<file path="src/common/msr_pkg.sv">
package msr_pkg;

	// ------------------------------------------------------------
	// Register offsets (relative to the relocatable register base)
	// ------------------------------------------------------------
	localparam logic [10:0] OFS_TEST_ZERO = 11'h014;
	localparam logic [10:0] OFS_TEST_ONE  = 11'h017;
	localparam logic [10:0] OFS_SIZE_A    = 11'h01c;
	localparam logic [10:0] OFS_SIZE_B    = 11'h01d;
	localparam logic [10:0] OFS_MISC_CTL  = 11'h013;
	localparam logic [10:0] OFS_RAM_POS   = 11'h010;
	localparam logic [10:0] OFS_REG_POS   = 11'h011;

	// ------------------------------------------------------------
	// Field positions
	// ------------------------------------------------------------
	localparam int SZA_REG_BIT  = 7;
	localparam int SZA_EEP_LO   = 4;
	localparam int SZA_RAM_LO   = 0;
	localparam int SZB_NVM_LO   = 6;
	localparam int SZB_PAG_LO   = 0;
	localparam int MISC_UHO_BIT = 1;
	localparam int RPOS_HAL_BIT = 0;

	// ------------------------------------------------------------
	// Reset values
	// ------------------------------------------------------------
	localparam logic [7:0] RAM_POS_RESET  = 8'h09;
	localparam logic [7:0] REG_POS_RESET  = 8'h00;
	localparam logic [7:0] MISC_RESET     = 8'h0d;
	localparam logic [7:0] TEST_READ_VAL  = 8'h00;

	// ------------------------------------------------------------
	// Carriers
	// ------------------------------------------------------------
	typedef struct packed {
		logic        regspace_size_switch;
		logic [1:0]  eeprom_size_switch;
		logic [2:0]  ram_size_switch;
		logic [1:0]  nvm_size_switch;
		logic [1:0]  paging_split_switch;
	} msr_straps_t;

	typedef struct packed {
		logic [10:0] addr;
		logic [7:0]  wdata;
		logic        wr;
		logic        rd;
	} msr_req_t;

	typedef struct packed {
		logic [15:0] base;
		logic [15:0] span;
	} msr_window_t;

endpackage : msr_pkg

</file>
<file path="src/hw/msr_ram_window.sv">
// ------------------------------------------------------------
// RAM placement from size code, position and high-align bit
// ------------------------------------------------------------
module msr_ram_window (
	// Configuration
	input  wire logic [2:0]          ram_code,
	input  wire logic [7:0]          ram_pos,
	// Result
	output msr_pkg::msr_window_t     win
);
	logic [15:0] mask;
	logic [15:0] region;
	logic [15:0] alloc;
	logic [15:0] rbase;

	// Region mask and sizes per code
	always_comb begin
		case (ram_code)
			3'h0: mask = 16'hf800;
			3'h1: mask = 16'hf000;
			3'h2,
			3'h3: mask = 16'he000;
			default: mask = 16'hc000;
		endcase
		region = ~mask + 16'h0001;
		alloc  = {2'h0, ram_code, 11'h000} + 16'h0800;
		rbase  = {ram_pos[7:3], 11'h000} & mask;
		// High-align pushes a short RAM up against the region top
		if (ram_pos[msr_pkg::RPOS_HAL_BIT])
			win.base = rbase + (region - alloc);
		else
			win.base = rbase;
		win.span = alloc;
	end

endmodule : msr_ram_window

</file>
<file path="src/hw/msr_size_regs.sv">
module msr_size_regs (
	// Clock and reset
	input  wire logic                 clk_sys,
	input  wire logic                 reset_n,
	// Integration straps
	input  msr_pkg::msr_straps_t      straps,
	// Register port
	input  wire logic [15:0]          bus_addr,
	input  wire logic [7:0]           bus_wdata,
	input  wire logic                 bus_wr,
	input  wire logic                 bus_rd,
	output logic      [7:0]           bus_rdata,
	// Memory map probe
	input  wire logic [15:0]          probe_addr,
	output logic                      nvm_direct_ok,
	output logic      [15:0]          ram_base,
	output logic      [15:0]          ram_span
);

	// ------------------------------------------------------------
	// State
	// ------------------------------------------------------------
	logic [7:0]  rdata_r, rdata_nxt;
	logic [7:0]  misc_r, misc_nxt;
	logic [7:0]  ram_pos_r, ram_pos_nxt;
	logic [7:0]  reg_pos_r, reg_pos_nxt;
	logic        ok_r, ok_nxt;
	logic [15:0] rbase_r, rbase_nxt;
	logic [15:0] rspan_r, rspan_nxt;
	logic [10:0] ofs;
	logic        hit;
	msr_pkg::msr_window_t win;
	logic [7:0]  size_a, size_b;

	// Window into the relocatable register block
	function automatic logic in_block(input logic [15:0] a,
		input logic [7:0] pos);
		in_block = (a[15:11] == {1'b0, pos[6:3]});
	endfunction : in_block

	assign hit = in_block(bus_addr, reg_pos_r);
	assign ofs = bus_addr[10:0];

	// Size words built straight from straps
	always_comb begin
		size_a = 8'h00;
		size_a[msr_pkg::SZA_REG_BIT] =
			straps.regspace_size_switch;
		size_a[msr_pkg::SZA_EEP_LO +: 2] =
			straps.eeprom_size_switch;
		size_a[msr_pkg::SZA_RAM_LO +: 3] =
			straps.ram_size_switch;
		size_b = 8'h00;
		size_b[msr_pkg::SZB_NVM_LO +: 2] =
			straps.nvm_size_switch;
		size_b[msr_pkg::SZB_PAG_LO +: 2] =
			straps.paging_split_switch;
	end

	msr_ram_window u_win (
		.ram_code (straps.ram_size_switch),
		.ram_pos  (ram_pos_r),
		.win      (win)
	);

	// Next values for read data, controls and map outputs
	always_comb begin
		rdata_nxt   = 8'h00;
		misc_nxt    = misc_r;
		ram_pos_nxt = ram_pos_r;
		reg_pos_nxt = reg_pos_r;
		if (bus_rd && hit) begin
			case (ofs)
				msr_pkg::OFS_TEST_ZERO,
				msr_pkg::OFS_TEST_ONE: rdata_nxt =
					msr_pkg::TEST_READ_VAL;
				msr_pkg::OFS_SIZE_A: rdata_nxt = size_a;
				msr_pkg::OFS_SIZE_B: rdata_nxt = size_b;
				msr_pkg::OFS_MISC_CTL: rdata_nxt = misc_r;
				msr_pkg::OFS_RAM_POS: rdata_nxt = ram_pos_r;
				msr_pkg::OFS_REG_POS: rdata_nxt = reg_pos_r;
				default: rdata_nxt = 8'h00;
			endcase
		end
		// Writes to test and size locations fall through
		if (bus_wr && hit) begin
			case (ofs)
				msr_pkg::OFS_MISC_CTL: misc_nxt =
					{6'h00, bus_wdata[1:0]};
				msr_pkg::OFS_RAM_POS: ram_pos_nxt =
					{bus_wdata[7:3], 2'h0, bus_wdata[0]};
				msr_pkg::OFS_REG_POS: reg_pos_nxt =
					{1'b0, bus_wdata[6:3], 3'h0};
				default: ;
			endcase
		end
		// Lower half direct access blocked by upper-half bit
		ok_nxt = misc_r[0] &&
			!(misc_r[msr_pkg::MISC_UHO_BIT] && !probe_addr[15]);
		rbase_nxt = win.base;
		rspan_nxt = win.span;
	end

	// Register stage
	always_ff @(posedge clk_sys) begin
		if (!reset_n) begin
			rdata_r   <= 8'h00;
			misc_r    <= msr_pkg::MISC_RESET;
			ram_pos_r <= msr_pkg::RAM_POS_RESET;
			reg_pos_r <= msr_pkg::REG_POS_RESET;
			ok_r      <= 1'b0;
			rbase_r   <= 16'h0000;
			rspan_r   <= 16'h0000;
		end else begin
			rdata_r   <= rdata_nxt;
			misc_r    <= misc_nxt;
			ram_pos_r <= ram_pos_nxt;
			reg_pos_r <= reg_pos_nxt;
			ok_r      <= ok_nxt;
			rbase_r   <= rbase_nxt;
			rspan_r   <= rspan_nxt;
		end
	end

	assign bus_rdata     = rdata_r;
	assign nvm_direct_ok = ok_r;
	assign ram_base      = rbase_r;
	assign ram_span      = rspan_r;

	// ------------------------------------------------------------
	// Checks
	// ------------------------------------------------------------
	property p_test_write_ignored;
		@(posedge clk_sys) disable iff (!reset_n)
		(bus_wr && hit && (ofs == msr_pkg::OFS_TEST_ZERO ||
			ofs == msr_pkg::OFS_TEST_ONE)) |=>
			(misc_r == $past(misc_r) && ram_pos_r == $past(ram_pos_r));
	endproperty
	a_test_write_ignored: assert property (p_test_write_ignored)
		else $error("test location write changed state");

	property p_size_a_read;
		@(posedge clk_sys) disable iff (!reset_n)
		(bus_rd && hit && ofs == msr_pkg::OFS_SIZE_A) |=>
			bus_rdata == {$past(straps.regspace_size_switch), 1'b0,
			$past(straps.eeprom_size_switch), 1'b0,
			$past(straps.ram_size_switch)};
	endproperty
	a_size_a_read: assert property (p_size_a_read)
		else $error("size A read mismatch");

	property p_size_b_read;
		@(posedge clk_sys) disable iff (!reset_n)
		(bus_rd && hit && ofs == msr_pkg::OFS_SIZE_B) |=>
			bus_rdata == {$past(straps.nvm_size_switch), 4'h0,
			$past(straps.paging_split_switch)};
	endproperty
	a_size_b_read: assert property (p_size_b_read)
		else $error("size B read mismatch");

	property p_miss_reads_zero;
		@(posedge clk_sys) disable iff (!reset_n)
		(bus_rd && !hit) |=> bus_rdata == 8'h00;
	endproperty
	a_miss_reads_zero: assert property (p_miss_reads_zero)
		else $error("read outside register block returned data");

	property p_ram_pos_reset;
		@(posedge clk_sys)
		!reset_n |=> ram_pos_r == 8'h09;
	endproperty
	a_ram_pos_reset: assert property (p_ram_pos_reset)
		else $error("RAM position reset value wrong");

	property p_lower_blocked;
		@(posedge clk_sys) disable iff (!reset_n)
		(misc_r[1] && !probe_addr[15]) |=> !nvm_direct_ok;
	endproperty
	a_lower_blocked: assert property (p_lower_blocked)
		else $error("lower half flash reachable with upper-half bit");

	property p_upper_ok;
		@(posedge clk_sys) disable iff (!reset_n)
		(misc_r[0] && probe_addr[15]) |=> nvm_direct_ok;
	endproperty
	a_upper_ok: assert property (p_upper_ok)
		else $error("upper half flash blocked");

	property p_span;
		@(posedge clk_sys) disable iff (!reset_n)
		reset_n |=> ram_span ==
			({2'h0, $past(straps.ram_size_switch), 11'h000} + 16'h0800);
	endproperty
	a_span: assert property (p_span)
		else $error("RAM span does not follow code");

	property p_full_region_base;
		@(posedge clk_sys) disable iff (!reset_n)
		(straps.ram_size_switch == 3'h7) |=>
			ram_base[13:0] == 14'h0000;
	endproperty
	a_full_region_base: assert property (p_full_region_base)
		else $error("full RAM base not region aligned");

	property p_eep_field;
		@(posedge clk_sys) disable iff (!reset_n)
		(bus_rd && hit && ofs == msr_pkg::OFS_SIZE_A) |=>
			bus_rdata[5:4] == $past(straps.eeprom_size_switch)
			&& bus_rdata[7] == $past(straps.regspace_size_switch);
	endproperty
	a_eep_field: assert property (p_eep_field)
		else $error("EEPROM or register size field wrong");

	property p_ram_field;
		@(posedge clk_sys) disable iff (!reset_n)
		(bus_rd && hit && ofs == msr_pkg::OFS_SIZE_A) |=>
			bus_rdata[2:0] == $past(straps.ram_size_switch);
	endproperty
	a_ram_field: assert property (p_ram_field)
		else $error("RAM size field wrong");

	property p_nvm_field;
		@(posedge clk_sys) disable iff (!reset_n)
		(bus_rd && hit && ofs == msr_pkg::OFS_SIZE_B) |=>
			bus_rdata[7:6] == $past(straps.nvm_size_switch);
	endproperty
	a_nvm_field: assert property (p_nvm_field)
		else $error("flash size field wrong");

	property p_pag_field;
		@(posedge clk_sys) disable iff (!reset_n)
		(bus_rd && hit && ofs == msr_pkg::OFS_SIZE_B) |=>
			bus_rdata[1:0] == $past(straps.paging_split_switch);
	endproperty
	a_pag_field: assert property (p_pag_field)
		else $error("paging split field wrong");

	property p_size_b_zero;
		@(posedge clk_sys) disable iff (!reset_n)
		(bus_rd && hit && ofs == msr_pkg::OFS_SIZE_B) |=>
			bus_rdata[5:2] == 4'h0;
	endproperty
	a_size_b_zero: assert property (p_size_b_zero)
		else $error("size B middle bits not zero");

	property p_test_read;
		@(posedge clk_sys) disable iff (!reset_n)
		(bus_rd && hit && (ofs == msr_pkg::OFS_TEST_ZERO ||
			ofs == msr_pkg::OFS_TEST_ONE)) |=>
			bus_rdata == msr_pkg::TEST_READ_VAL;
	endproperty
	a_test_read: assert property (p_test_read)
		else $error("test location read value wrong");

	property p_size_write_ignored;
		@(posedge clk_sys) disable iff (!reset_n)
		(bus_wr && hit && (ofs == msr_pkg::OFS_SIZE_A ||
			ofs == msr_pkg::OFS_SIZE_B)) |=>
			($stable(misc_r) && $stable(ram_pos_r) && $stable(reg_pos_r));
	endproperty
	a_size_write_ignored: assert property (p_size_write_ignored)
		else $error("size location write changed state");

	property p_rdata_idle;
		@(posedge clk_sys) disable iff (!reset_n)
		!bus_rd |=> bus_rdata == 8'h00;
	endproperty
	a_rdata_idle: assert property (p_rdata_idle)
		else $error("read data held past its cycle");

	property p_hal_top;
		@(posedge clk_sys) disable iff (!reset_n)
		(reset_n && straps.ram_size_switch == 3'h2 &&
			ram_pos_r[msr_pkg::RPOS_HAL_BIT]) |=>
			ram_base[12:0] == 13'h0800;
	endproperty
	a_hal_top: assert property (p_hal_top)
		else $error("high-aligned 6K RAM not at region top");

	property p_hal_bottom;
		@(posedge clk_sys) disable iff (!reset_n)
		(reset_n && straps.ram_size_switch == 3'h2 &&
			!ram_pos_r[msr_pkg::RPOS_HAL_BIT]) |=>
			ram_base[12:0] == 13'h0000;
	endproperty
	a_hal_bottom: assert property (p_hal_bottom)
		else $error("low-aligned 6K RAM not at region bottom");

	property p_reset_base_top;
		@(posedge clk_sys) disable iff (!reset_n)
		(reset_n && ram_pos_r == msr_pkg::RAM_POS_RESET &&
			straps.ram_size_switch[2]) |=>
			(ram_base + ram_span) == 16'h4000;
	endproperty
	a_reset_base_top: assert property (p_reset_base_top)
		else $error("reset RAM does not end at region top");

	property p_nvm_off;
		@(posedge clk_sys) disable iff (!reset_n)
		(reset_n && !misc_r[0]) |=> !nvm_direct_ok;
	endproperty
	a_nvm_off: assert property (p_nvm_off)
		else $error("flash reachable while disabled");

endmodule : msr_size_regs

</file>
<file path="config.mk">
export PLATFORM = sky130hd
export DESIGN_NAME = msr_size_regs
export DESIGN_NICKNAME = d
export VERILOG_FILES = /design/src/common/msr_pkg.sv /design/src/hw/msr_ram_window.sv /design/src/hw/msr_size_regs.sv
export SDC_FILE = /design/constraint.sdc
export NUM_CORES = 1
export LEC_CHECK = 0
export BUFFER_PORTS_ARGS = -buffer_cell sky130_fd_sc_hd__buf_2
export CAP_MARGIN = 30
export CORE_ASPECT_RATIO = 1.25
export CORE_MARGIN = 2
export CORE_UTILIZATION = 52
export CTS_BUF_LIST = sky130_fd_sc_hd__clkbuf_4
export DETAILED_ROUTE_END_ITERATION = 7
export GPL_ROUTABILITY_DRIVEN = 0
export GPL_TIMING_DRIVEN = 0
export PLACE_DENSITY = 0.93
export SETUP_SLACK_MARGIN = 0.4
export SLEW_MARGIN = 0
export SYNTH_ARGS = -nofsm -noshare
export SYNTH_HDL_FRONTEND = slang
export SYNTH_SLANG_ARGS = --single-unit
</file>
<file path="constraint.sdc">
create_clock -name clk_sys -period 5.7 [get_ports clk_sys]
set_clock_uncertainty 0.15 [all_clocks]
set_input_delay 1.71 -clock clk_sys [delete_from_list [all_inputs] [get_ports clk_sys]]
set_output_delay 1.71 -clock clk_sys [all_outputs]
set_load 0.05 [all_outputs]
</file>
==> Flow_metrics.wiki, run 1 <==
{| class="wikitable"
! Metric !! Value
|-
| Count of max-cap constraint violations || 0
|-
| Average cell area after synthesis || 8.68 sq um
|-
| Routed len/inst || ~12 um
|-
| Worst-case register-to-register setup slack || approximately 2.8 ns
|-
| Number of enable-type register cells in the synthesized netlist || 0
|-
| Unrepaired setup endpoints after global routing || no
|-
| DR iter-0 viols || 82
|-
| Most area-hungry cell type in the Yosys netlist || sky130_fd_sc_hd__dfxtp_1
|-
| Maximum clock rate || roughly 0.24 GHz
|-
| Worst reg2reg path startpoint || ram_pos_r[4]
|-
| Quantity of I/O buffers inserted on ports || 54
|-
| Hold Fails Final Rpt || 0
|-
| Critical path endpoint category || flop
|-
| Pwr Total || 0.587 mW
|-
| Pwr per Cell Area || around 240 nW/um^2
|-
| Count of nets left with antenna violations after detail routing || 0
|-
| Top-level port count || between 90 and 100
|-
| Post-layout instance area || between 2000 and 2500 sq um
|-
| Placed Area || 2420 sq um
|-
| Synthesized instance count || between 200 and 250
|-
| Start point of the critical path || straps[4]
|-
| Overall die height || between 70 and 80 um
|-
| Final HPWL DP || between 3000 and 4000 um
|-
| DRC Markers || 0
|-
| Biggest cell delay along the critical path || between 0.4 and 0.5 ns
|-
| Cell type of the slowest stage on the worst timing path || sky130_fd_sc_hd__fa_1
|-
| R2r worst-path depth || 10
|-
| Via count of the first global-routing pass || around 1600
|-
| Pin count of the biggest net entering global routing || 11
|-
| Post-CTS Setup Inserts || 0
|-
| Clock H-tree levels || 2
|-
| Std cell rows || 25
|-
| Startpoint Class || input pin
|-
| Total negative setup slack || 0 ns
|-
| Clock latency reported for the late side of the worst-skew pair || between 0.3 and 0.4 ns
|-
| Worst slew margin || 0.619
|-
| Average via count per standard cell || between 5 and 6
|-
| Register area share after synthesis || 0.308
|-
| Yosys warnings || 0
|-
| Core Util, Final || 0.664
|-
| Cell leakage power || about 1.2 nW
|-
| Top cell type's share of synthesized area || 0.308
|-
| Top fanout value on the critical path || 5
|-
| # hold bufs at CTS || 0
|-
| Number of gates given a new drive strength after cts || 0
|-
| Clock-pin slew on the worst setup and hold paths || 0.10 ns
|-
| Cell-by-cell listing of the critical path || buf_2, inv_1, ha_1, fa_1, inv_1, ha_1, ha_1, ha_1, o211ai_1, a21oi_1, nor3_1, mux2i_1
|-
| CP dominant cell by count || sky130_fd_sc_hd__ha_1
|-
| Worst VDD drop || approximately 120 uV
|-
| Area growth from synthesis to layout || 23.8%
|-
| Dominant register cell in the synthesized netlist || sky130_fd_sc_hd__dfxtp_1
|-
| Total clock buffers created by CTS || 5
|-
| Distinct cell type count after synthesis || 47
|-
| Share of async-settable or async-resettable flops after synthesis || 0
|-
| Wirelength, routed || between 4000 and 5000 um
|-
| Final net count || between 300 and 400
|-
| CTS tree || built
|-
| Synthesized cell area || ~2000 sq um
|-
| Share of the clock period used by the worst path after layout || 0.746
|-
| Post-route minimum period || approximately 4.3 ns
|-
| Horizontal die dimension || around 60 um
|-
| Critical path class || input pin to flop
|-
| Final-report setup violation count || 0
|-
| Total via count in the routed design || about 1800
|-
| GRT Util Overall || 0.214
|-
| DR pass1 iterations || 4
|-
| Signal arrival time at the worst endpoint || 4.38 ns
|-
| Die area || roughly 4400 sq um
|-
| Antenna diode count || 0
|-
| Worst min path class || flop to flop
|-
| Area of the core || ~3800 sq um
|-
| Slew of the pin with the lowest slew margin || 0.571 ns
|-
| Capturing point of the worst reg2reg path || ram_base[15]
|-
| Required time of the critical path || approximately 5.8 ns
|-
| Clock root cell || sky130_fd_sc_hd__clkbuf_4
|-
| Initial antenna violation count || 0
|-
| Remaining global-route overflow || 0
|-
| Wire length of the first global-routing pass || 7030 um
|-
| Count of final max-slew check failures || 0
|-
| Share of layout cells above drive strength 1 || 0.307
|-
| Synthesis-stage register bit count || 31
|-
| Most area-consuming cells after synthesis || sky130_fd_sc_hd__dfxtp_1, sky130_fd_sc_hd__buf_4, sky130_fd_sc_hd__ha_1
|-
| Total of fill cells in the finished design || 295
|-
| Result of the run || finished, final reports clean
|-
| Num Clock Sinks || 31
|-
| End point of the critical path || ram_base[15]
|-
| Max Buffers Root-to-Sink || 2
|-
| Starting density of the core || 0.537
|}
cells in the mapped netlist (all sizes together), types with 3 or more instances:
| cell | count |
|---|---|
| dfxtp | 31 |
| buf | 27 |
| nand2 | 26 |
| inv | 21 |
| nor2 | 14 |
| nor3 | 14 |
| ha | 13 |
| mux2i | 13 |
| a21oi | 8 |
| nand3 | 7 |
| xor2 | 7 |
| clkbuf | 5 |
| o21ai | 5 |
| and2 | 3 |
| fa | 3 |
per-layer routing:
layer,vias up,GRT usage,part of all wire
li1,903,-,-
met1,798,0.236,0.38
met2,96,0.366,0.50
met3,15,0.0687,0.088
met4,0,0.0963,0.028
met5,-,0,0
cells by family (layout without fill, tap and decap cells):
group	Yosys count	after routing	share of synthesized area
compound gates	28	28	0.101
xor+xnor	8	8	0.0348
fa+ha+maj	16	16	0.111
buf+inv	55	117	0.155
flops	31	31	0.308
mux	14	14	0.0702
other cells	1	23	0.00186
simple gates	79	79	0.218
where the power goes:
part | total [mW] | switching (mW) | internal, mW | leakage [nW]
sequential | 0.229 | 0.00211 | 0.227 | 0.253
clock | 0.167 | 0.0770 | 0.0901 | 0.0426
combinational | 0.191 | 0.129 | 0.0615 | 0.931
total | 0.587 | 0.208 | 0.378 | 1.23
registers in the layout, summed over array words and instances (netlist names):
signal,flops
ram_span,4
nvm_direct_ok,1
ram_base,5
ram_pos_r,6
bus_rdata,8
misc_r,3
reg_pos_r,4
final cells by class:
| cell class | instances | area (sq um) | area share |
|---|---|---|---|
| Inverter | 23 | 86.3 | 0.0346 |
| Tap cell | 40 | 50.0 | 0.0201 |
| Multi-Input combinational cell | 168 | 1160 | 0.467 |
| Buffer | 32 | 226 | 0.0908 |
| Sequential cell | 31 | 621 | 0.249 |
| Timing Repair Buffer | 54 | 270 | 0.108 |
| Clock inverter | 3 | 38.8 | 0.0156 |
| Clock buffer | 5 | 37.5 | 0.0151 |
critical path: cells and delay by family:
family | cells | cell delay [ns]
compound gates | 2 | 0.32
fa+ha+maj | 5 | 1.65
buf+inv | 3 | 0.27
mux | 1 | 0.21
simple gates | 1 | 0.22
how the worst min path moves through the flow:
stage | from | end | slack (ns) | depth (start not counted)
finish | misc_r[0] | nvm_direct_ok | 0.33 | 2
global route | misc_r[0] | nvm_direct_ok | 0.34 | 2
CTS | misc_r[0] | nvm_direct_ok | 0.32 | 2
detailed placement | misc_r[0] | nvm_direct_ok | 0.30 | 2
global placement | misc_r[0] | nvm_direct_ok | 0.30 | 2
floorplan | misc_r[1] | nvm_direct_ok | 0.27 | 1
placed cells by master, fill, tap and decap left out, types with 8 or more instances in the layout:
cell                      count
sky130_fd_sc_hd__buf_2       55
sky130_fd_sc_hd__dfxtp_1     31
sky130_fd_sc_hd__a21oi_1      8
sky130_fd_sc_hd__inv_1       21
sky130_fd_sc_hd__buf_4       24
sky130_fd_sc_hd__ha_1        13
sky130_fd_sc_hd__nor2_1      14
sky130_fd_sc_hd__mux2i_1     13
sky130_fd_sc_hd__nor3_1      10
sky130_fd_sc_hd__nand2_1     26
sky130_fd_sc_hd__conb_1      23
through the flow:
step	hold slack, ns	std cells	setup WS, ns
6_report	0.334	356	1.45
5_1_grt	0.344	356	1.33
4_1_cts	0.325	356	1.48
3_5_place_dp	0.300	348	1.13
3_3_place_gp	0.297	348	1.17
2_1_floorplan	0.275	254	1.48
Note: power is estimated with default switching activity, not from simulation.
==> run 2: changes to the inputs <==
--- a/config.mk
+++ b/config.mk
@@ -9,12 +9,12 @@
 export CAP_MARGIN = 30
 export CORE_ASPECT_RATIO = 1.25
 export CORE_MARGIN = 2
-export CORE_UTILIZATION = 52
+export CORE_UTILIZATION = 48
 export CTS_BUF_LIST = sky130_fd_sc_hd__clkbuf_4
 export DETAILED_ROUTE_END_ITERATION = 7
 export GPL_ROUTABILITY_DRIVEN = 0
 export GPL_TIMING_DRIVEN = 0
-export PLACE_DENSITY = 0.93
+export PLACE_DENSITY = 0.87
 export SETUP_SLACK_MARGIN = 0.4
 export SLEW_MARGIN = 0
 export SYNTH_ARGS = -nofsm -noshare
==> constraint.sdc (replaced) <==
create_clock -name clk_sys -period 4.4 [get_ports clk_sys]
set_clock_uncertainty 0.15 [all_clocks]
set_input_delay 1.32 -clock clk_sys [delete_from_list [all_inputs] [get_ports clk_sys]]
set_output_delay 1.32 -clock clk_sys [all_outputs]
set_load 0.05 [all_outputs]
==> run 2 against run 1 <==
Effect of this change:
- sequential share of layout area about the same
- cell count up 4.5%
- clock power about the same
- wire length is 3.9% lower
- largest power group unchanged
- critical path type unchanged
- total power increased by 21%
- utilization is 5.1 points lower
- combinational power increased by 28%
- non-clock buffer count is the same
- largest cell class unchanged
==> Flow_metrics.wiki, run 2 (same netlist as run 1, synthesis figures left out) <==
{| class="wikitable"
! Metric !! Value
|-
| Std cell rows || 26 (was 25)
|-
| Cell type of the slowest stage on the worst timing path || sky130_fd_sc_hd__fa_1 (unchanged)
|-
| Min-Delay Startpoint || misc_r[0] (unchanged)
|-
| Cell-by-cell listing of the critical path || buf_2, inv_1, ha_1, fa_1, inv_1, ha_1, ha_1, ha_1, o211ai_1, a21oi_1, nor3_1, mux2i_1 (unchanged)
|-
| # hold bufs at CTS || 0 (unchanged)
|-
| Share of layout cells above drive strength 1 || 0.310 (was 0.307)
|-
| Required time of the critical path || 4.52 ns (was 5.82 ns)
|-
| Most used cells in the layout excluding fill and tap cells || sky130_fd_sc_hd__buf_2, sky130_fd_sc_hd__dfxtp_1, sky130_fd_sc_hd__nand2_1 (unchanged)
|-
| Via count of the first global-routing pass || 1617 (was 1630)
|-
| Pwr per Cell Area || 285 nW/um^2 (was 235 nW/um^2)
|-
| Sequential cell fraction of total power || 0.417 (was 0.390)
|-
| Total clock buffers created by CTS || 5 (unchanged)
|-
| Wirelength, routed || 4240 um (was 4410 um)
|-
| Total via count in the routed design || 1739 (was 1812)
|-
| Remaining global-route overflow || 0 (unchanged)
|-
| CTS tree || built (unchanged)
|-
| DR iter-0 viols || 70 (was 82)
|-
| Final WS setup || 0.559 ns (was 1.45 ns)
|-
| Worst VDD drop || 170 uV (was 123 uV)
|-
| Top fanout value on the critical path || 5 (unchanged)
|-
| Share of the clock period used by the worst path after layout || 0.873
|-
| Starting density of the core || 0.495 (was 0.537)
|-
| Clock network fraction of total power || 0.239 (was 0.285)
|-
| Average via count per standard cell || 4.67 (was 5.09)
|-
| Clock-pin slew on the worst setup and hold paths || 0.10 ns (about the same)
|-
| Pin count of the biggest net entering global routing || 11 (unchanged)
|-
| Critical path class || input pin to flop (unchanged)
|-
| Overall die height || 76.4 um (was 73.6 um)
|-
| Count of nets left with antenna violations after detail routing || 0 (unchanged)
|-
| Total negative setup slack || 0 ns (unchanged)
|-
| Final-report setup violation count || 0 (unchanged)
|-
| Internal Dissipation || 0.441 mW (was 0.378 mW)
|-
| Final HPWL DP || 3500 um (was 3570 um)
|-
| Commonest non-fill, non-tap cell in the layout || sky130_fd_sc_hd__buf_2 (unchanged)
|-
| Cell leakage power || 1.22 nW (was 1.23 nW)
|-
| Net load switching power || 0.270 mW (was 0.208 mW)
|-
| Clock H-tree levels || 2 (unchanged)
|-
| Wire length of the first global-routing pass || 6860 um (was 7030 um)
|-
| Biggest cell delay along the critical path || 0.49 ns (about the same)
|-
| Worst min path class || flop to flop (unchanged)
|-
| Area growth from synthesis to layout || 23.9% (was 23.8%)
|-
| Hold Fails Final Rpt || 0 (unchanged)
|-
| DR pass1 iterations || 4 (unchanged)
|-
| Unrepaired setup endpoints after global routing || no (unchanged)
|-
| Pre-CTS setup slack || 0.209 ns (was 1.13 ns)
|-
| Number of gates given a new drive strength after cts || 0 (unchanged)
|-
| Core Util, Final || 0.614 (was 0.664)
|-
| Quantity of I/O buffers inserted on ports || 54 (unchanged)
|-
| Result of the run || finished, final reports clean (unchanged)
|-
| Switching share of power || 0.380 (was 0.355)
|-
| Post-CTS Setup Inserts || 0 (unchanged)
|-
| Routed len/inst || 11.4 um (was 12.4 um)
|-
| Post-layout instance area || 2490 sq um (about the same)
|-
| Top-level port count || 95 (unchanged)
|-
| GRT Util Overall || 0.191 (was 0.214)
|-
| Initial antenna violation count || 0 (unchanged)
|-
| Area of the core || 4070 sq um (was 3750 sq um)
|-
| Largest register FFs || 8 (unchanged)
|-
| Critical path endpoint category || flop (unchanged)
|-
| Part of the total power dissipated in combinational logic || 0.344 (was 0.325)
|-
| Worst slew margin || 0.628 (was 0.619)
|-
| Slew of the pin with the lowest slew margin || 0.557 ns (was 0.571 ns)
|-
| Die area || 4730 sq um (was 4390 sq um)
|-
| Post-route minimum period || between 3 and 4 ns
|-
| Num Clock Sinks || 31 (unchanged)
|-
| CP dominant cell by count || sky130_fd_sc_hd__ha_1 (unchanged)
|-
| Maximum clock rate || 0.260 GHz
|-
| Worst reg2reg path startpoint || ram_pos_r[4] (unchanged)
|-
| Signal arrival time at the worst endpoint || 3.96 ns (was 4.38 ns)
|-
| Startpoint Class || input pin (unchanged)
|-
| Max Buffers Root-to-Sink || 2 (unchanged)
|-
| DRC Markers || 0 (unchanged)
|-
| Clock latency reported for the late side of the worst-skew pair || 0.34 ns (was 0.33 ns)
|-
| Worst-case register-to-register setup slack || 1.57 ns (was 2.84 ns)
|-
| Placed Area || 2440 sq um (was 2420 sq um)
|-
| Count of final max-slew check failures || 0 (unchanged)
|-
| Total of fill cells in the finished design || 359 (was 295)
|-
| Start point of the critical path || straps[4] (unchanged)
|-
| Antenna diode count || 0 (unchanged)
|-
| Count of max-cap constraint violations || 0 (unchanged)
|-
| Horizontal die dimension || 61.9 um (was 59.7 um)
|-
| Clock root cell || sky130_fd_sc_hd__clkbuf_4 (unchanged)
|-
| Final net count || 385 (unchanged)
|}
[run 2: final cells by class]
| cell class | instances | area, sq um | area share |
|---|---|---|---|
| flip-flops and latches | 31 | 621 | 0.249 |
| well taps | 56 | 70.1 | 0.0281 |
| clock buffers | 6 | 45.0 | 0.0181 |
| inverters | 23 | 86.3 | 0.0346 |
| clock inverters | 2 | 12.5 | 0.00502 |
| multi-input cells | 168 | 1160 | 0.466 |
| plain buffers | 32 | 226 | 0.0908 |
| repair buffers | 54 | 270 | 0.108 |
[run 2: critical path, delay by kind of cell]
family | cells | cell delay, ns
fa+ha+maj | 5 | 1.63
buf+inv | 3 | 0.28
compound gates | 2 | 0.27
mux | 1 | 0.24
simple gates | 1 | 0.22
[run 2: stage by stage]
stage | std cells | hold WS (ns) | power [mW]
after detailed placement | 364 | 0.302 | 0.548
after global routing | 372 | 0.347 | 0.748
final | 372 | 0.324 | 0.711
after CTS | 372 | 0.316 | 0.714
after floorplan | 254 | 0.275 | 0.497
after global placement | 364 | 0.300 | 0.542
[run 2: power groups by stage]
stage,combinational [mW],sequential (mW),clock (mW)
after global placement,0.240,0.303,0
after detailed placement,0.245,0.303,0
after floorplan,0.145,0.352,0
after global routing,0.266,0.298,0.184
after CTS,0.245,0.297,0.172
final,0.245,0.296,0.170
[run 2: final timing paths]
| check | endpoint | cells after the start |
|---|---|---|
| worst max-delay path | ram_base[15] | 12 |
| worst min-delay path | nvm_direct_ok | 2 |
| worst max register to register | ram_base[15] | 10 |
| worst min register to register | nvm_direct_ok | 2 |
[run 2: routing by layer]
metal,GRT usage,share of wire
met4,0.0872,0.025
met5,0,0
met2,0.314,0.50
met3,0.0492,0.079
met1,0.223,0.39
==> run 3: changes to the inputs <==
--- a/config.mk
+++ b/config.mk
@@ -5,16 +5,16 @@
 export SDC_FILE = /design/constraint.sdc
 export NUM_CORES = 1
 export LEC_CHECK = 0
+export ABC_AREA = 1
 export BUFFER_PORTS_ARGS = -buffer_cell sky130_fd_sc_hd__buf_2
 export CAP_MARGIN = 30
 export CORE_ASPECT_RATIO = 1.25
-export CORE_MARGIN = 2
-export CORE_UTILIZATION = 48
+export CORE_UTILIZATION = 50
 export CTS_BUF_LIST = sky130_fd_sc_hd__clkbuf_4
 export DETAILED_ROUTE_END_ITERATION = 7
 export GPL_ROUTABILITY_DRIVEN = 0
 export GPL_TIMING_DRIVEN = 0
-export PLACE_DENSITY = 0.87
+export PLACE_DENSITY = 0.88
 export SETUP_SLACK_MARGIN = 0.4
 export SLEW_MARGIN = 0
 export SYNTH_ARGS = -nofsm -noshare
==> run 3 against run 2 <==
Effect of this change:
- clock power down 5%
- design area up 11%
- sequential power about the same
- first-iteration DRC count up 77%
- combinational power up 4%
- area after synthesis up 14%
- sequential share of layout area down 2.5 points
- via count up 28%
- worst setup slack better by 0.015 ns
- hold slack worse by 0.0024 ns
- die area up 2.7%
==> Flow_metrics.wiki, run 3 <==
{| class="wikitable"
! Metric !! Value
|-
| Switching share of power || 0.397 (was 0.380)
|-
| Result of the run || finished, final reports clean (unchanged)
|-
| Antenna diode count || 0 (unchanged)
|-
| DRC Markers || 0 (unchanged)
|-
| Net load switching power || 0.284 mW (was 0.270 mW)
|-
| Pin count of the biggest net entering global routing || 11 (unchanged)
|-
| Total negative setup slack || 0 ns (unchanged)
|-
| Worst VDD drop || 171 uV (was 170 uV)
|-
| Max Buffers Root-to-Sink || 2 (unchanged)
|-
| Part of the total power dissipated in combinational logic || 0.359 (was 0.344)
|-
| Number of enable-type register cells in the synthesized netlist || 0 (unchanged)
|-
| Area of the core || 4390 sq um (was 4070 sq um)
|-
| Largest register FFs || 8 (unchanged)
|-
| Share of the clock period used by the worst path after layout || 0.870 (was 0.873)
|-
| Clock-pin slew on the worst setup and hold paths || 0.10 ns (about the same)
|-
| Wire length of the first global-routing pass || 8860 um (was 6860 um)
|-
| Dominant register cell in the synthesized netlist || sky130_fd_sc_hd__dfxtp_1 (unchanged)
|-
| Clock latency reported for the late side of the worst-skew pair || 0.34 ns (about the same)
|-
| Synthesized instance count || 334 (was 232)
|-
| Clock network fraction of total power || 0.227 (was 0.239)
|-
| Top-level port count || 95 (unchanged)
|-
| Final net count || 487 (was 385)
|-
| Average cell area after synthesis || 6.86 sq um (was 8.68 sq um)
|-
| Cell leakage power || 1.55 nW (was 1.22 nW)
|-
| Share of layout cells above drive strength 1 || 0.285 (was 0.310)
|-
| Unrepaired setup endpoints after global routing || no (unchanged)
|-
| Startpoint Class || input pin (unchanged)
|-
| Required time of the critical path || 4.50 ns (was 4.52 ns)
|-
| Total clock buffers created by CTS || 5 (unchanged)
|-
| Placed insts || 468 (was 364)
|-
| Clock H-tree levels || 2 (unchanged)
|-
| Synthesis-stage register bit count || 31 (unchanged)
|-
| Yosys warnings || 0 (unchanged)
|-
| Clock root cell || sky130_fd_sc_hd__clkbuf_4 (unchanged)
|-
| Worst-case register-to-register setup slack || 1.62 ns (was 1.57 ns)
|-
| Count of max-cap constraint violations || 0 (unchanged)
|-
| Via count of the first global-routing pass || 2129 (was 1617)
|-
| Wirelength, routed || 5370 um (was 4240 um)
|-
| Pwr Total || 0.715 mW (was 0.711 mW)
|-
| Critical path class || input pin to flop (unchanged)
|-
| Top fanout value on the critical path || 6 (was 5)
|-
| Signal arrival time at the worst endpoint || 3.92 ns (was 3.96 ns)
|-
| Post-layout instance count excluding filler cells || 476 (was 372)
|-
| Final WS setup || 0.574 ns (was 0.559 ns)
|-
| Pre-CTS setup slack || 0.264 ns (was 0.209 ns)
|-
| Share of async-settable or async-resettable flops after synthesis || 0 (unchanged)
|-
| Quantity of I/O buffers inserted on ports || 54 (unchanged)
|-
| Top cell type's share of synthesized area || 0.271 (was 0.308)
|-
| Average via count per standard cell || 4.69 (was 4.67)
|-
| Most frequent cell after synthesis || sky130_fd_sc_hd__nand2_1 (was sky130_fd_sc_hd__dfxtp_1)
|-
| Synthesized cell area || 2290 sq um (was 2010 sq um)
|-
| Starting density of the core || 0.522 (was 0.495)
|-
| Sequential cell fraction of total power || 0.414 (was 0.417)
|-
| Count of nets left with antenna violations after detail routing || 0 (unchanged)
|-
| Most area-hungry cell type in the Yosys netlist || sky130_fd_sc_hd__dfxtp_1 (unchanged)
|-
| Die area || 4860 sq um (was 4730 sq um)
|-
| Critical path endpoint category || flop (unchanged)
|-
| Num Clock Sinks || 31 (unchanged)
|-
| CTS tree || built (unchanged)
|-
| DR iter-0 viols || 124 (was 70)
|-
| Post-route minimum period || 3.83 ns (was 3.84 ns)
|-
| Count of final max-slew check failures || 0 (unchanged)
|-
| Distinct cell type count after synthesis || 29 (was 47)
|-
| Post-CTS Setup Inserts || 0 (unchanged)
|-
| Worst Hold Margin || 0.322 ns (was 0.324 ns)
|-
| Maximum clock rate || 0.261 GHz (was 0.260 GHz)
|-
| Area growth from synthesis to layout || 21.0% (was 23.9%)
|-
| Pwr per Cell Area || 258 nW/um^2 (was 285 nW/um^2)
|-
| Routed len/inst || 11.3 um (was 11.4 um)
|-
| Most area-consuming cells after synthesis || sky130_fd_sc_hd__dfxtp_1, sky130_fd_sc_hd__nand2_1, sky130_fd_sc_hd__inv_1 (was sky130_fd_sc_hd__dfxtp_1, sky130_fd_sc_hd__buf_4, sky130_fd_sc_hd__ha_1)
|-
| Total via count in the routed design || 2231 (was 1739)
|-
| Final HPWL DP || 4440 um (was 3500 um)
|-
| Internal Dissipation || 0.431 mW (was 0.441 mW)
|-
| GRT Util Overall || 0.234 (was 0.191)
|-
| Remaining global-route overflow || 0 (unchanged)
|-
| Total of fill cells in the finished design || 402 (was 359)
|-
| Initial antenna violation count || 0 (unchanged)
|-
| Worst min path class || flop to flop (unchanged)
|-
| DR pass1 iterations || 5 (was 4)
|-
| Final-report setup violation count || 0 (unchanged)
|-
| Std cell rows || 27 (was 26)
|-
| Cell types with the highest counts after synthesis || sky130_fd_sc_hd__nand2_1, sky130_fd_sc_hd__inv_1, sky130_fd_sc_hd__nor2_1 (was sky130_fd_sc_hd__dfxtp_1, sky130_fd_sc_hd__nand2_1, sky130_fd_sc_hd__buf_4)
|-
| Most used cells in the layout excluding fill and tap cells || sky130_fd_sc_hd__nand2_1, sky130_fd_sc_hd__inv_1, sky130_fd_sc_hd__buf_2 (was sky130_fd_sc_hd__buf_2, sky130_fd_sc_hd__dfxtp_1, sky130_fd_sc_hd__nand2_1)
|-
| Hold Fails Final Rpt || 0 (unchanged)
|-
| Horizontal die dimension || 62.6 um (was 61.9 um)
|-
| Overall die height || 77.7 um (was 76.4 um)
|-
| Register area share after synthesis || 0.271 (was 0.308)
|-
| Commonest non-fill, non-tap cell in the layout || sky130_fd_sc_hd__nand2_1 (was sky130_fd_sc_hd__buf_2)
|}
==> run 3: metal layers <==
layer,track usage,part of all wire,up-vias
met2,0.449,0.52,89
met1,0.234,0.39,981
met4,0.107,0.027,0
met3,0.0544,0.064,16
li1,-,-,1145
met5,0,0,-
==> run 3: worst max-delay path, cell delays in order <==
cell and delay, ns:
sky130_fd_sc_hd__buf_2 0.14, sky130_fd_sc_hd__inv_1 0.09, sky130_fd_sc_hd__ha_1 0.33, sky130_fd_sc_hd__fa_1 0.50, sky130_fd_sc_hd__inv_1 0.05, sky130_fd_sc_hd__ha_1 0.32
sky130_fd_sc_hd__ha_1 0.33, sky130_fd_sc_hd__ha_1 0.20, sky130_fd_sc_hd__o21ai_0 0.14, sky130_fd_sc_hd__nand2_1 0.10, sky130_fd_sc_hd__a21o_1 0.17, sky130_fd_sc_hd__nand2_1 0.05
sky130_fd_sc_hd__nand3_1 0.07, sky130_fd_sc_hd__nand2_1 0.08, sky130_fd_sc_hd__inv_1 0.04
==> run 3: path summary, 6_finish.rpt <==
check               start  depth (start not counted)            to
min             misc_r[2]                          2     misc_r[2]
max             straps[4]                         15  ram_base[15]
max reg2reg  ram_pos_r[4]                         13  ram_base[15]
min reg2reg     misc_r[2]                          2     misc_r[2]
==> run 3: final cells by class <==
cell class                 instances  area [sq um]  share of cell area
clock buffer                       5          37.5              0.0135
timing repair buffer              54           270              0.0974
sequential                        31           621               0.224
multi-input combinational        237          1340               0.483
inverter                          61           229              0.0825
buffer                            27           189              0.0681
clock inverter                     3          15.0             0.00541
tap                               58          72.6              0.0262
==> run 3: kinds of logic after synthesis <==
logic type	Yosys count	share of synthesized area
AND/OR/NAND/NOR	172	0.382
buffers and inverters	88	0.182
flip-flops	31	0.271
AO/OA/AOI/OAI	21	0.0469
adder cells (fa/ha/maj)	16	0.0972
XOR/XNOR	5	0.0191
other	1	0.00164
==> run 3: timing repair <==
| action | 4_1_cts | 5_1_grt |
|---|---|---|
| gates resized for setup | 0 | 1 |
| setup endpoints to repair | 0 | 1 |
| hold buffers | 0 | 0 |
==> run 3: stage by stage <==
| stage | util | area, sq um |
|---|---|---|
| 5_1_grt | 0.632 | 2770 |
| 6_report | 0.632 | 2770 |
| 2_1_floorplan | - | 2370 |
| 3_3_place_gp | 0.619 | 2720 |
| 4_1_cts | 0.631 | 2770 |
| 3_5_place_dp | 0.619 | 2720 |
==> run 3: power groups by stage <==
stage / sequential, mW / clock (mW) / combinational (mW)
3_3_place_gp: 0.302 / 0 / 0.245
2_1_floorplan: 0.350 / 0 / 0.149
4_1_cts: 0.296 / 0.163 / 0.253
5_1_grt: 0.298 / 0.178 / 0.279
3_5_place_dp: 0.303 / 0 / 0.253
6_report: 0.296 / 0.162 / 0.256
